**src/fal_pkg.sv**
```systemverilog
package fal_pkg;
   // fuse word layout: 16 data bits protected by a 6-bit secded code
   localparam int DATA_W = 16;
   localparam int CHK_W = 6;
   localparam int WORD_W = DATA_W + CHK_W;
   localparam int NWORDS = 8;
   localparam int ADDR_W = 3;
   localparam logic [ADDR_W-1:0] LAST_ADDR = 3'h7;
   // fuse rom read latency in cycles (read data valid next cycle)
   localparam int ROM_LAT = 1;
   // error status bit positions
   localparam int ST_LOAD_ERR = 0;
   localparam int ST_CORR = 1;
   localparam int ST_UNCORR = 2;
   localparam int ST_BIST_ERR = 3;
   localparam int ST_W = 4;
   localparam logic [ST_W-1:0] ST_RESET = 4'h0;
   // self-test pattern, injected single and double faults
   localparam logic [DATA_W-1:0] BIST_PAT = 16'hA5C3;
   localparam logic [WORD_W-1:0] BIST_FLIP1 = 22'h000010;
   localparam logic [WORD_W-1:0] BIST_FLIP2 = 22'h000101;
   typedef enum logic [2:0] {
      FAL_BIST, FAL_ADDR, FAL_WAIT, FAL_CHECK, FAL_DONE, FAL_RETRY
   } fal_state_t;
endpackage

```
**src/fal_loader.sv**
```systemverilog
`timescale 1ns/1ps
// Summary of operation
// - fuse load checking is always on from reset, no software control
// - any load failure is recorded in the readable error status register
// - load failure or uncorrectable error asserts reset and retries the load
// - secded code checks every fuse word, corrects single errors, reports errors
// - error correction is enabled from reset and cannot be disabled
// - correction covers both the data bits and the check bits of each fuse word
// - correction logic self-test runs automatically after reset and before each load retry
// - self-test failure reported in error status and system control outputs
// - device reset held while the self-test keeps failing
module fal_loader (
   input wire logic clk,
   input wire logic sys_rst,
   output logic [fal_pkg::ADDR_W-1:0] fuse_addr,
   output logic fuse_rd,
   input wire logic [fal_pkg::WORD_W-1:0] fuse_rdata,
   input wire logic fuse_rvalid,
   output logic cfg_we,
   output logic [fal_pkg::ADDR_W-1:0] cfg_addr,
   output logic [fal_pkg::DATA_W-1:0] cfg_wdata,
   output logic [fal_pkg::ST_W-1:0] fuse_error_status_reg,
   output logic sysctl_bist_fail,
   output logic dev_rst
);

   // ----------------------------------------------------------------
   // secded helpers: hamming(21,16) plus overall parity
   // ----------------------------------------------------------------
   // codeword positions 1..21 carry hamming bits, check bits at powers of two
   function automatic logic [fal_pkg::WORD_W-1:0] enc(input logic [fal_pkg::DATA_W-1:0] d);
      logic [21:1] cw;
      logic [fal_pkg::WORD_W-1:0] w;
      int k;
      cw = '0;
      k = 0;
      for (int p = 1; p <= 21; p++) begin
         if ((p & (p - 1)) != 0) begin
            cw[p] = d[k];
            k++;
         end
      end
      for (int b = 0; b < 5; b++) begin
         for (int p = 1; p <= 21; p++) begin
            if (((p >> b) & 1) == 1 && p != (1 << b)) begin
               cw[1 << b] = cw[1 << b] ^ cw[p];
            end
         end
      end
      w = {^cw, cw};
      return w;
   endfunction

   // result: {uncorr, corr, data}
   function automatic logic [fal_pkg::DATA_W+1:0] dec(input logic [fal_pkg::WORD_W-1:0] w);
      logic [21:1] cw;
      logic [4:0] syn;
      logic par;
      logic [fal_pkg::DATA_W-1:0] d;
      logic c;
      logic u;
      int k;
      cw = w[20:0];
      par = ^w;
      syn = '0;
      for (int p = 1; p <= 21; p++) begin
         if (cw[p]) begin
            syn = syn ^ 5'(p);
         end
      end
      c = 1'b0;
      u = 1'b0;
      if (syn != 5'h00 && !par) begin
         u = 1'b1;
      end else if (par) begin
         c = 1'b1;
         if (syn != 5'h00 && syn <= 5'h15) begin
            cw[syn] = ~cw[syn];
         end else if (syn > 5'h15) begin
            u = 1'b1;
            c = 1'b0;
         end
      end
      d = '0;
      k = 0;
      for (int p = 1; p <= 21; p++) begin
         if ((p & (p - 1)) != 0) begin
            d[k] = cw[p];
            k++;
         end
      end
      return {u, c, d};
   endfunction

   // ----------------------------------------------------------------
   // sequencer
   // ----------------------------------------------------------------
   fal_pkg::fal_state_t state_r, state_nxt;
   logic [fal_pkg::ADDR_W-1:0] addr_r, addr_nxt;
   logic [fal_pkg::ST_W-1:0] st_r, st_nxt;
   logic bist_fail_r, bist_fail_nxt;
   logic rst_r, rst_nxt;
   logic rd_r, rd_nxt;
   logic we_r, we_nxt;
   logic [fal_pkg::DATA_W-1:0] wd_r, wd_nxt;
   logic [fal_pkg::ADDR_W-1:0] wa_r, wa_nxt;
   logic [fal_pkg::DATA_W+1:0] rom_dec;
   logic [fal_pkg::DATA_W+1:0] t0, t1, t2;
   logic bist_ok;

   // self-test: clean, one flipped, two flipped codewords through the decoder
   assign t0 = dec(enc(fal_pkg::BIST_PAT));
   assign t1 = dec(enc(fal_pkg::BIST_PAT) ^ fal_pkg::BIST_FLIP1);
   assign t2 = dec(enc(fal_pkg::BIST_PAT) ^ fal_pkg::BIST_FLIP2);
   assign bist_ok = (t0 == {2'b00, fal_pkg::BIST_PAT})
      && (t1 == {2'b01, fal_pkg::BIST_PAT})
      && t2[fal_pkg::DATA_W+1];
   // the whole 22-bit word is decoded; check bits never reach the registers
   assign rom_dec = dec(fuse_rdata);

   always_comb begin
      state_nxt = state_r;
      addr_nxt = addr_r;
      st_nxt = st_r;
      bist_fail_nxt = bist_fail_r;
      rst_nxt = rst_r;
      rd_nxt = 1'b0;
      we_nxt = 1'b0;
      wd_nxt = wd_r;
      wa_nxt = wa_r;
      unique case (state_r)
         fal_pkg::FAL_BIST: begin
            rst_nxt = 1'b1;
            if (bist_ok) begin
               bist_fail_nxt = 1'b0;
               state_nxt = fal_pkg::FAL_ADDR;
            end else begin
               // stays here, device kept in reset while it keeps failing
               bist_fail_nxt = 1'b1;
               st_nxt[fal_pkg::ST_BIST_ERR] = 1'b1;
            end
         end
         fal_pkg::FAL_ADDR: begin
            rd_nxt = 1'b1;
            state_nxt = fal_pkg::FAL_WAIT;
         end
         fal_pkg::FAL_WAIT: begin
            if (fuse_rvalid) begin
               state_nxt = fal_pkg::FAL_CHECK;
            end
         end
         fal_pkg::FAL_CHECK: begin
            if (rom_dec[fal_pkg::DATA_W+1]) begin
               st_nxt[fal_pkg::ST_UNCORR] = 1'b1;
               st_nxt[fal_pkg::ST_LOAD_ERR] = 1'b1;
               state_nxt = fal_pkg::FAL_RETRY;
            end else begin
               if (rom_dec[fal_pkg::DATA_W]) begin
                  st_nxt[fal_pkg::ST_CORR] = 1'b1;
               end
               we_nxt = 1'b1;
               wa_nxt = addr_r;
               wd_nxt = rom_dec[fal_pkg::DATA_W-1:0];
               if (addr_r == fal_pkg::LAST_ADDR) begin
                  state_nxt = fal_pkg::FAL_DONE;
               end else begin
                  addr_nxt = addr_r + 3'h1;
                  state_nxt = fal_pkg::FAL_ADDR;
               end
            end
         end
         fal_pkg::FAL_DONE: begin
            rst_nxt = 1'b0;
         end
         fal_pkg::FAL_RETRY: begin
            // reset stays asserted; self-test runs again before the next read
            rst_nxt = 1'b1;
            addr_nxt = '0;
            state_nxt = fal_pkg::FAL_BIST;
         end
         // unused state codes fall back to a fresh self-test, reset held
         default: begin
            rst_nxt = 1'b1;
            state_nxt = fal_pkg::FAL_BIST;
         end
      endcase
   end

   // check is unconditional from reset; no software path exists to alter it
   always_ff @(posedge clk) begin
      if (sys_rst) begin
         state_r <= fal_pkg::FAL_BIST;
         addr_r <= '0;
         st_r <= fal_pkg::ST_RESET;
         bist_fail_r <= 1'b0;
         rst_r <= 1'b1;
         rd_r <= 1'b0;
         we_r <= 1'b0;
         wd_r <= '0;
         wa_r <= '0;
      end else begin
         state_r <= state_nxt;
         addr_r <= addr_nxt;
         st_r <= st_nxt;
         bist_fail_r <= bist_fail_nxt;
         rst_r <= rst_nxt;
         rd_r <= rd_nxt;
         we_r <= we_nxt;
         wd_r <= wd_nxt;
         wa_r <= wa_nxt;
      end
   end

   assign fuse_addr = addr_r;
   assign fuse_rd = rd_r;
   assign cfg_we = we_r;
   assign cfg_addr = wa_r;
   assign cfg_wdata = wd_r;
   assign fuse_error_status_reg = st_r;
   assign sysctl_bist_fail = bist_fail_r;
   assign dev_rst = rst_r;

endmodule // fal_loader

```
**config.mk**
```make
export PLATFORM = sky130hd
export DESIGN_NAME = fal_loader
export DESIGN_NICKNAME = d
export VERILOG_FILES = /design/src/fal_pkg.sv /design/src/fal_loader.sv
export SDC_FILE = /design/constraint.sdc
export NUM_CORES = 1
export LEC_CHECK = 0
export ABC_CLOCK_PERIOD_IN_PS = 2800
export BUFFER_PORTS_ARGS = -buffer_cell sky130_fd_sc_hd__buf_2
export CORE_ASPECT_RATIO = 0.8
export CORE_UTILIZATION = 30
export DETAILED_ROUTE_END_ITERATION = 12
export SYNTH_ARGS = -nofsm -noshare
export SYNTH_HDL_FRONTEND = slang
export SYNTH_SLANG_ARGS = --single-unit
```
**constraint.sdc**
```tcl
create_clock -name clk -period 2.8 [get_ports clk]
set_input_delay 0.14 -clock clk [delete_from_list [all_inputs] [get_ports clk]]
set_output_delay 0.14 -clock clk [all_outputs]
set_load 0.03 [all_outputs]
```
After elaboration in Yosys (flattened, before gate mapping) --
Index checks and enable logic that the tools add are counted.
Operators by class: $add $sub $neg 1, order comparisons 4, equal/unequal tests 9, multiplexer cells 47, bitwise logic cells 24, reductions and logical operators 15
Operators with widths (number):
- $mux 21 | 3
- $mux 4 | 8
- $mux 5 | 6
- $mux 3 | 9
- $reduce_xor 22->1 | 1
- $bwmux 21 | 1
- $not 2->2 | 9
- $not 3->3 | 6
- $pmux 3 s5 | 1
- $mux 1 | 13
- $eq 3x3->1 const B | 3
- $eq 3x2->1 const B | 2
- $lt 5x6->1 const B | 1
- $ne 2x2->1 const B | 3
- $pmux 3 s2 | 1
- $reduce_and 2->1 | 3
- $reduce_and 3->1 | 2
- $bmux 1 s5 | 1
- $demux 1 s5 | 1
- $ge 5x1->1 const B | 1
- $gt 5x5->1 const B | 1
- $le 5x5->1 const B | 1
- $reduce_bool 5->1 | 1
- $mux 2 | 2
- 12 further kinds | 20
Storage, ports and cells: register bits 30, bits of input ports 25, output and inout port bits 30, logic and storage cells 109

Logic depth before layout (Yosys ltp) --
Gate-level depths: netlist of the first run.
word-level depth 45, depth in mapped cells 10

Worst setup path after synthesis of the first run --
No wires, ideal clock.
path type input to register, from in fuse_rdata[7] in the netlist's numbering, to reg wd_r, in the netlist cfg_wdata[2], arrival time 2.291 ns, data required time 2.678 ns, setup slack 0.387 ns, cell stages on the path 8, path through xor3_2 -> xnor2_1 -> xnor2_2 -> a31oi_4 -> or3_1 -> or3_1 -> a32oi_1 -> o21ai_1
On the way: cells in the longest elaborated chain, start to end 29, elaborated cells between the ends (all ways) 46, classes of those cells 4 x order compare; 26 x mux; 9 x bitwise; 7 x reduce/logical
Ends and longest elaborated chain:
- from (decl) | RTL line fal_loader.sv:17 | input wire logic [fal_pkg::WORD_W-1:0] fuse_rdata,
- $mux 4 | RTL line fal_loader.sv:67 | if (cw[p]) begin
- $not 2->2 (no source line)
- $mux 4 | RTL line fal_loader.sv:67
- $not 2->2 (no source line)
- $mux 4 | RTL line fal_loader.sv:67
- $not 3->3 (no source line)
- $mux 4 | RTL line fal_loader.sv:67
- $not 2->2 (no source line)
- [13 not listed]
- $lt 5x6->1 (not written as such) / $ge 5x1->1 (equally long branches) | RTL line fal_loader.sv:78 | cw[syn] = ~cw[syn];
- $logic_and 1x1->1 (not written as such) | RTL line fal_loader.sv:78
- $mux 1 (not written as such) | RTL line fal_loader.sv:78
- $demux 1 s5 | RTL line fal_loader.sv:78
- $bwmux 21 | RTL line fal_loader.sv:78
- $mux 21 | RTL line fal_loader.sv:77 | if (syn != 5'h00 && syn <= 5'h15) begin
- $mux 21 | RTL line fal_loader.sv:75 | end else if (par) begin
- $mux 21 | RTL line fal_loader.sv:73 | if (syn != 5'h00 && !par) begin
- to (signal assigned) | RTL line fal_loader.sv:209 | wd_r <= wd_nxt;
- to (decl) | RTL line fal_loader.sv:105 | logic [fal_pkg::DATA_W-1:0] wd_r, wd_nxt;
Parallel ways exist; a longest one is shown, timed or not. The select of a mux whose other input is x is not followed. A chain may end at the register's enable or synchronous reset.

Worst setup path in the final report of the first run --
from in fuse_rdata[0] in the netlist's numbering, to reg wd_r, in the netlist cfg_wdata[3]
On the way: cells in the longest elaborated chain, start to end 39, elaborated cells between the ends (all ways) 56, classes of those cells 4 x order compare; 33 x mux; 12 x bitwise; 7 x reduce/logical
Ends and longest elaborated chain (RTL line):
- $mux 1 | fal_loader.sv:67
- $mux 2 | fal_loader.sv:67
- $not 2->2 (no source line)
- $mux 2 | fal_loader.sv:67
- $mux 3 | fal_loader.sv:67
- $not 2->2 (no source line)
- $mux 3 (2 in series) | fal_loader.sv:67
- $not 3->3 (no source line)
- [22 not listed]
- $lt 5x6->1 (not written as such) / $ge 5x1->1 (equally long branches) | fal_loader.sv:78
- $logic_and 1x1->1 (not written as such) | fal_loader.sv:78
- $mux 1 (not written as such) | fal_loader.sv:78
- $demux 1 s5 | fal_loader.sv:78
- $bwmux 21 | fal_loader.sv:78
- $mux 21 | fal_loader.sv:77
- $mux 21 | fal_loader.sv:75
- $mux 21 | fal_loader.sv:73
Parallel ways exist; a longest one is shown, timed or not. The select of a mux whose other input is x is not followed.

==> results of run 1 <==
[path summary, 6_finish.rpt]
path	slack [ps]	endpoint	startpoint
max reg2reg	760	cfg_wdata[6]	state_r[0]
max	340	cfg_wdata[3]	fuse_rdata[0]
min reg2reg	450	cfg_wdata[10]	cfg_wdata[10]
min	170	state_r[0]	fuse_rvalid
[logic make-up after synthesis]
group | after synthesis | synth area share, %
AO/OA/AOI/OAI | 60 | 19.0
XOR/XNOR | 41 | 26.4
adder cells (fa/ha/maj) | 2 | 1.04
buffers and inverters | 16 | 3.91
flip-flops | 30 | 25.0
multiplexers | 12 | 5.52
other | 1 | 0.156
AND/OR/NAND/NOR | 88 | 19.0
[critical path, cell delays in order]
cell	delay, ps
buf_2	130
xnor2_1	320
xnor3_1	480
xnor2_4	460
mux4_2	560
mux2i_1	200
nand4b_1	200
o21ai_1	160
[power breakdown]
part | switching (mW) | internal [mW]
combinational | 0.759 | 0.584
clock | 0.165 | 0.197
sequential | 0.0235 | 0.454
total | 0.947 | 1.24
[routing by layer]
metal | routed length (um) | GRT usage, % | part of all wire (%) | vias up
li1 | - | - | - | 1031
met1 | 3200 | 22.2 | 53 | 934
met2 | 2520 | 22.1 | 41 | 57
met3 | 310 | 4.26 | 5.1 | 6
met4 | 63 | 3.71 | 1.0 | 0
met5 | 0 | 0 | 0 | -
[synth_stat cells (all sizes together), types with 5 or more instances]
library cell   n
buf           10
nand2         25
xnor3          6
xor3           5
o21ai         18
mux2i         11
nor2          22
a21oi         11
nor3          13
xor2           6
dfxtp         30
or3            5
xnor2         24
nand2b         8
[final cells by class]
cell class | instances | area (um^2) | share of cell area (%)
well taps | 105 | 131 | 4.45
clock buffers | 6 | 82.6 | 2.80
flip-flops and latches | 30 | 601 | 20.3
repair buffers | 69 | 400 | 13.6
clock inverters | 2 | 12.5 | 0.424
multi-input cells | 205 | 1710 | 57.9
inverters | 4 | 15.0 | 0.508
[metrics by stage]
stage	worst slack, ps	utilization (%)	hold WS, ps	area, um^2	total power [mW]
6_report	341	39.0	172	2950	2.18
5_1_grt	168	39.0	196	2950	2.33
4_1_cts	319	39.0	180	2950	2.19
3_5_place_dp	51.7	37.8	442	2860	1.83
3_3_place_gp	112	37.8	438	2860	1.82
2_1_floorplan	387	-	301	2410	1.49
==> results.cfg, run 1 <==
[timing]
fin_skew_ps = 8.27
setup_viol = 0
worst_pin_slew_ps = 606
finalCriticalPeriod_ps = 2460
hold_viol = 0
fin_crit_sh_pct = 87.8
rsz0062_at_grt = no
drv_slew = 0
setup_tns_ps = 0
slew_headroom_pct = 59.5
max_freq_mhz = 407

[cts]
htree_levels = 2
cts_resized = 0
clkSinkCount = 30
root_buffer = clkbuf_8
clk_pin_slew_ps = 60
post_cts_buffers = 0
holdBufCountCts = 0
cts_tree = done
cts-buffers-inserted = 5
clk_latency_ps = 280
clockBufferDepth = 2

[synthesis]
synth_ff_type = dfxtp_1
yosysWarnings = 0
synth_cell_type_count = 58
syn_area_um2 = 2400
yosysTopAreaCellShare_pct = 25.0
async_flop_share_pct = 0
avgSynthCellArea_um2 = 9.61
synth-seq-cells = 30
synth.area.top_cells = dfxtp_1 (25%), xnor2_1 (6.2%), mux2i_1 (4.6%)
netlist_instances = 250
yosysSeqAreaShare_pct = 25.0
yosysTopAreaCell = dfxtp_1
synth-edff-count = 0

[global_route]
grt-ovfl-total = 0
grt_pass1_wl_mm = 9.83
grt_pass1_vias = 1963
antenna_found_initial = 0
grt_util_all_layers_pct = 15.3
grt_max_degree = 20

[min_path]
holdCritPathClass = in -> reg
min_path_cells = 3

[critical_path]
critPathKind = in -> reg
reg2regPathDepth = 6
worstPathRequired_ps = 3000
critical_path_arrival_ps = 2660
path_max_fanout = 14
startpoint_type = input port
cp-end-kind = flip-flop

[finish]
syn_to_final_growth_pct = 23.0
drive_above_1_share_pct = 32.3
diodes = 0
mostFrequentLayoutCell = buf_2
layout_common_cells = buf_2 (52), dfxtp_1 (30), nand2_1 (25), nor2_1 (21), xnor2_1 (17)
fillers = 770
final_cells = 421
fin_nets = 342
largest_reg_flops = 16

[drt]
via_per_inst = 4.82
ant_nets = 0
wl_mm = 6.10
vias = 2028
drtIter0Drc = 112
wire_per_inst_um = 14.5
drc = 0
dr.pass1.iters = 6

[placed_design]
gp_congestion = 0.827
hpwl_mm = 4.91
placed_cells = 413
portBuffers = 52

[floorplanning]
fp.dieArea_um2 = 8370
die_width_um = 102
rows = 28
placeableCoreArea_um2 = 7570
initial_utilization_pct = 31.7
ios = 55
fp.dieH_um = 82.0

[job]
maxCapViolCount = 0

[power_and_ir_drop]
p_leak_nw = 1.25
p_per_area_nw_per_um2 = 739
vdd_drop_max_v = 0.000223

[run_status]
status = finished clean
Note: power is estimated with default switching activity, not from simulation.
==> inputs of run 2 (changes only) <==
- RECOVER_POWER: not set -> 25
==> run 2 against run 1 <==
Net effect: non-clock buffer count unchanged; final cell count unchanged; flip-flop and latch count is the same; cell area is 0.51% lower; sequential share of layout area up 0.10 points; sequential power is essentially flat; fmax about the same; wire length is essentially flat; first-iteration DRC count grew 8.9%.
==> results.cfg, run 2 (synthesized netlist as in run 1, its figures left out) <==
[run_status]
status = finished clean

[timing]
hold_viol = 0
worst_slack_ps = 342
worst_pin_slew_ps = 605
setup_viol = 0
max_freq_mhz = 407
fin_skew_ps = 7.93
fin_crit_sh_pct = 87.8
finalCriticalPeriod_ps = 2460
slew_headroom_pct = 59.5
setup_tns_ps = 0
drv_slew = 0
rsz0062_at_grt = no

[critical_path]
path_max_fanout = 14
critPathKind = in -> reg
worstPathRequired_ps = 3000
cp_num_cells = 8
cp-end-kind = flip-flop
critical_path_arrival_ps = 2660
startpoint_type = input port
reg2reg_to = cfg_wdata[6]
crit_buf_inv = 1
rrSetupSlack_ps = 760
crit_path_cell_trace = buf_2 > xnor2_1 > xnor3_1 > xnor2_4 > mux4_2 > mux2i_1 > nand4b_1 > o21ai_1
r2r-start = state_r[0]
max_stage_delay_ps = 560
critical-path-slowest-cell = mux4_2
critPathTopFamily = XOR/XNOR gates
startpoint = fuse_rdata[0]
reg2regPathDepth = 6
endpoint = cfg_wdata[3]

[drt]
via_per_inst = 4.83
vias = 2035
drc = 0
ant_nets = 0
wl_mm = 6.10
drtIter0Drc = 122
wire_per_inst_um = 14.5
dr.pass1.iters = 4

[finish]
layout_common_cells = buf_2 (40), dfxtp_1 (30), nand2_1 (25), nor2_1 (21), xnor2_1 (17)
fin_nets = 342
fillers = 778
drive_above_1_share_pct = 28.5
largest_reg_flops = 16
syn_to_final_growth_pct = 22.3
mostFrequentLayoutCell = buf_2
diodes = 0

[placed_design]
hpwl_mm = 4.91
dp_slack_ps = 51.7
gp_congestion = 0.827
portBuffers = 52

[floorplanning]
fp.dieH_um = 82.0
initial_utilization_pct = 31.7
die_width_um = 102
fp.dieArea_um2 = 8370
rows = 28
placeableCoreArea_um2 = 7570
ios = 55

[power_and_ir_drop]
p_per_area_nw_per_um2 = 741
p_total_mw = 2.18
vdd_drop_max_v = 0.000223
p_leak_nw = 1.19

[cts]
cts_tree = done
holdBufCountCts = 0
cts-buffers-inserted = 5
htree_levels = 2
cts_resized = 0
post_cts_buffers = 0
clk_pin_slew_ps = 60
clk_latency_ps = 280
root_buffer = clkbuf_8
clockBufferDepth = 2
clkSinkCount = 30

[global_route]
grt_pass1_vias = 1963
grt_pass1_wl_mm = 9.83
grt_util_all_layers_pct = 15.3
antenna_found_initial = 0
grt_max_degree = 20
grt-ovfl-total = 0

[job]
maxCapViolCount = 0

[min_path]
min_path_cells = 3
holdCritPathClass = in -> reg
[run 2: cell count changes in the layout (fill, tap and decap cells not counted), sizes merged]
cell    previous run  this run
buf               69        57
clkbuf             6        18
[run 2: worst min path at each step]
stage	from	end
floorplan	fuse_rdata[4]	cfg_wdata[1]
finish	fuse_rvalid	state_r[0]
detailed placement	cfg_wdata[10]	cfg_wdata[10]
global route	fuse_rdata[5]	cfg_wdata[2]
CTS	fuse_rvalid	state_r[0]
global placement	cfg_wdata[10]	cfg_wdata[10]
[run 2: power breakdown]
group | internal [mW] | total (mW) | switching, mW
Combinational | 0.582 | 1.34 | 0.757
Clock | 0.197 | 0.362 | 0.164
Sequential | 0.454 | 0.478 | 0.0237
[run 2: layout make-up]
class,instances,area (um^2),share of cell area (%)
inverters,4,15.0,0.511
flip-flops and latches,30,601,20.4
repair buffers,69,385,13.1
well taps,105,131,4.47
multi-input cells,205,1710,58.2
clock buffers,6,82.6,2.81
clock inverters,2,12.5,0.426
[run 2: per-layer routing]
metal | routed length, um | track usage [%] | part of all wire [%]
met5 | 0 | 0 | 0
met4 | 53 | 3.71 | 0.87
met3 | 382 | 4.26 | 6.3
met2 | 2510 | 22.1 | 41
met1 | 3150 | 22.2 | 52
[run 2: stage by stage]
step / hold slack, ps / util, % / area, um^2 / cells
floorplan: 301 / - / 2410 / 251
global placement: 438 / 37.8 / 2860 / 413
detailed placement: 442 / 37.8 / 2860 / 413
CTS: 180 / 39.0 / 2950 / 421
global route: 196 / 38.8 / 2940 / 421
finish: 172 / 38.8 / 2940 / 421
[run 2: worst register-to-register path: cells and delay by family, from the launching register on]
kind                   cells  cell delay (ps)
AO/OA/AOI/OAI              2              330
flip-flops                 1              430
buffers and inverters      1              190
AND/OR/NAND/NOR            3             1020
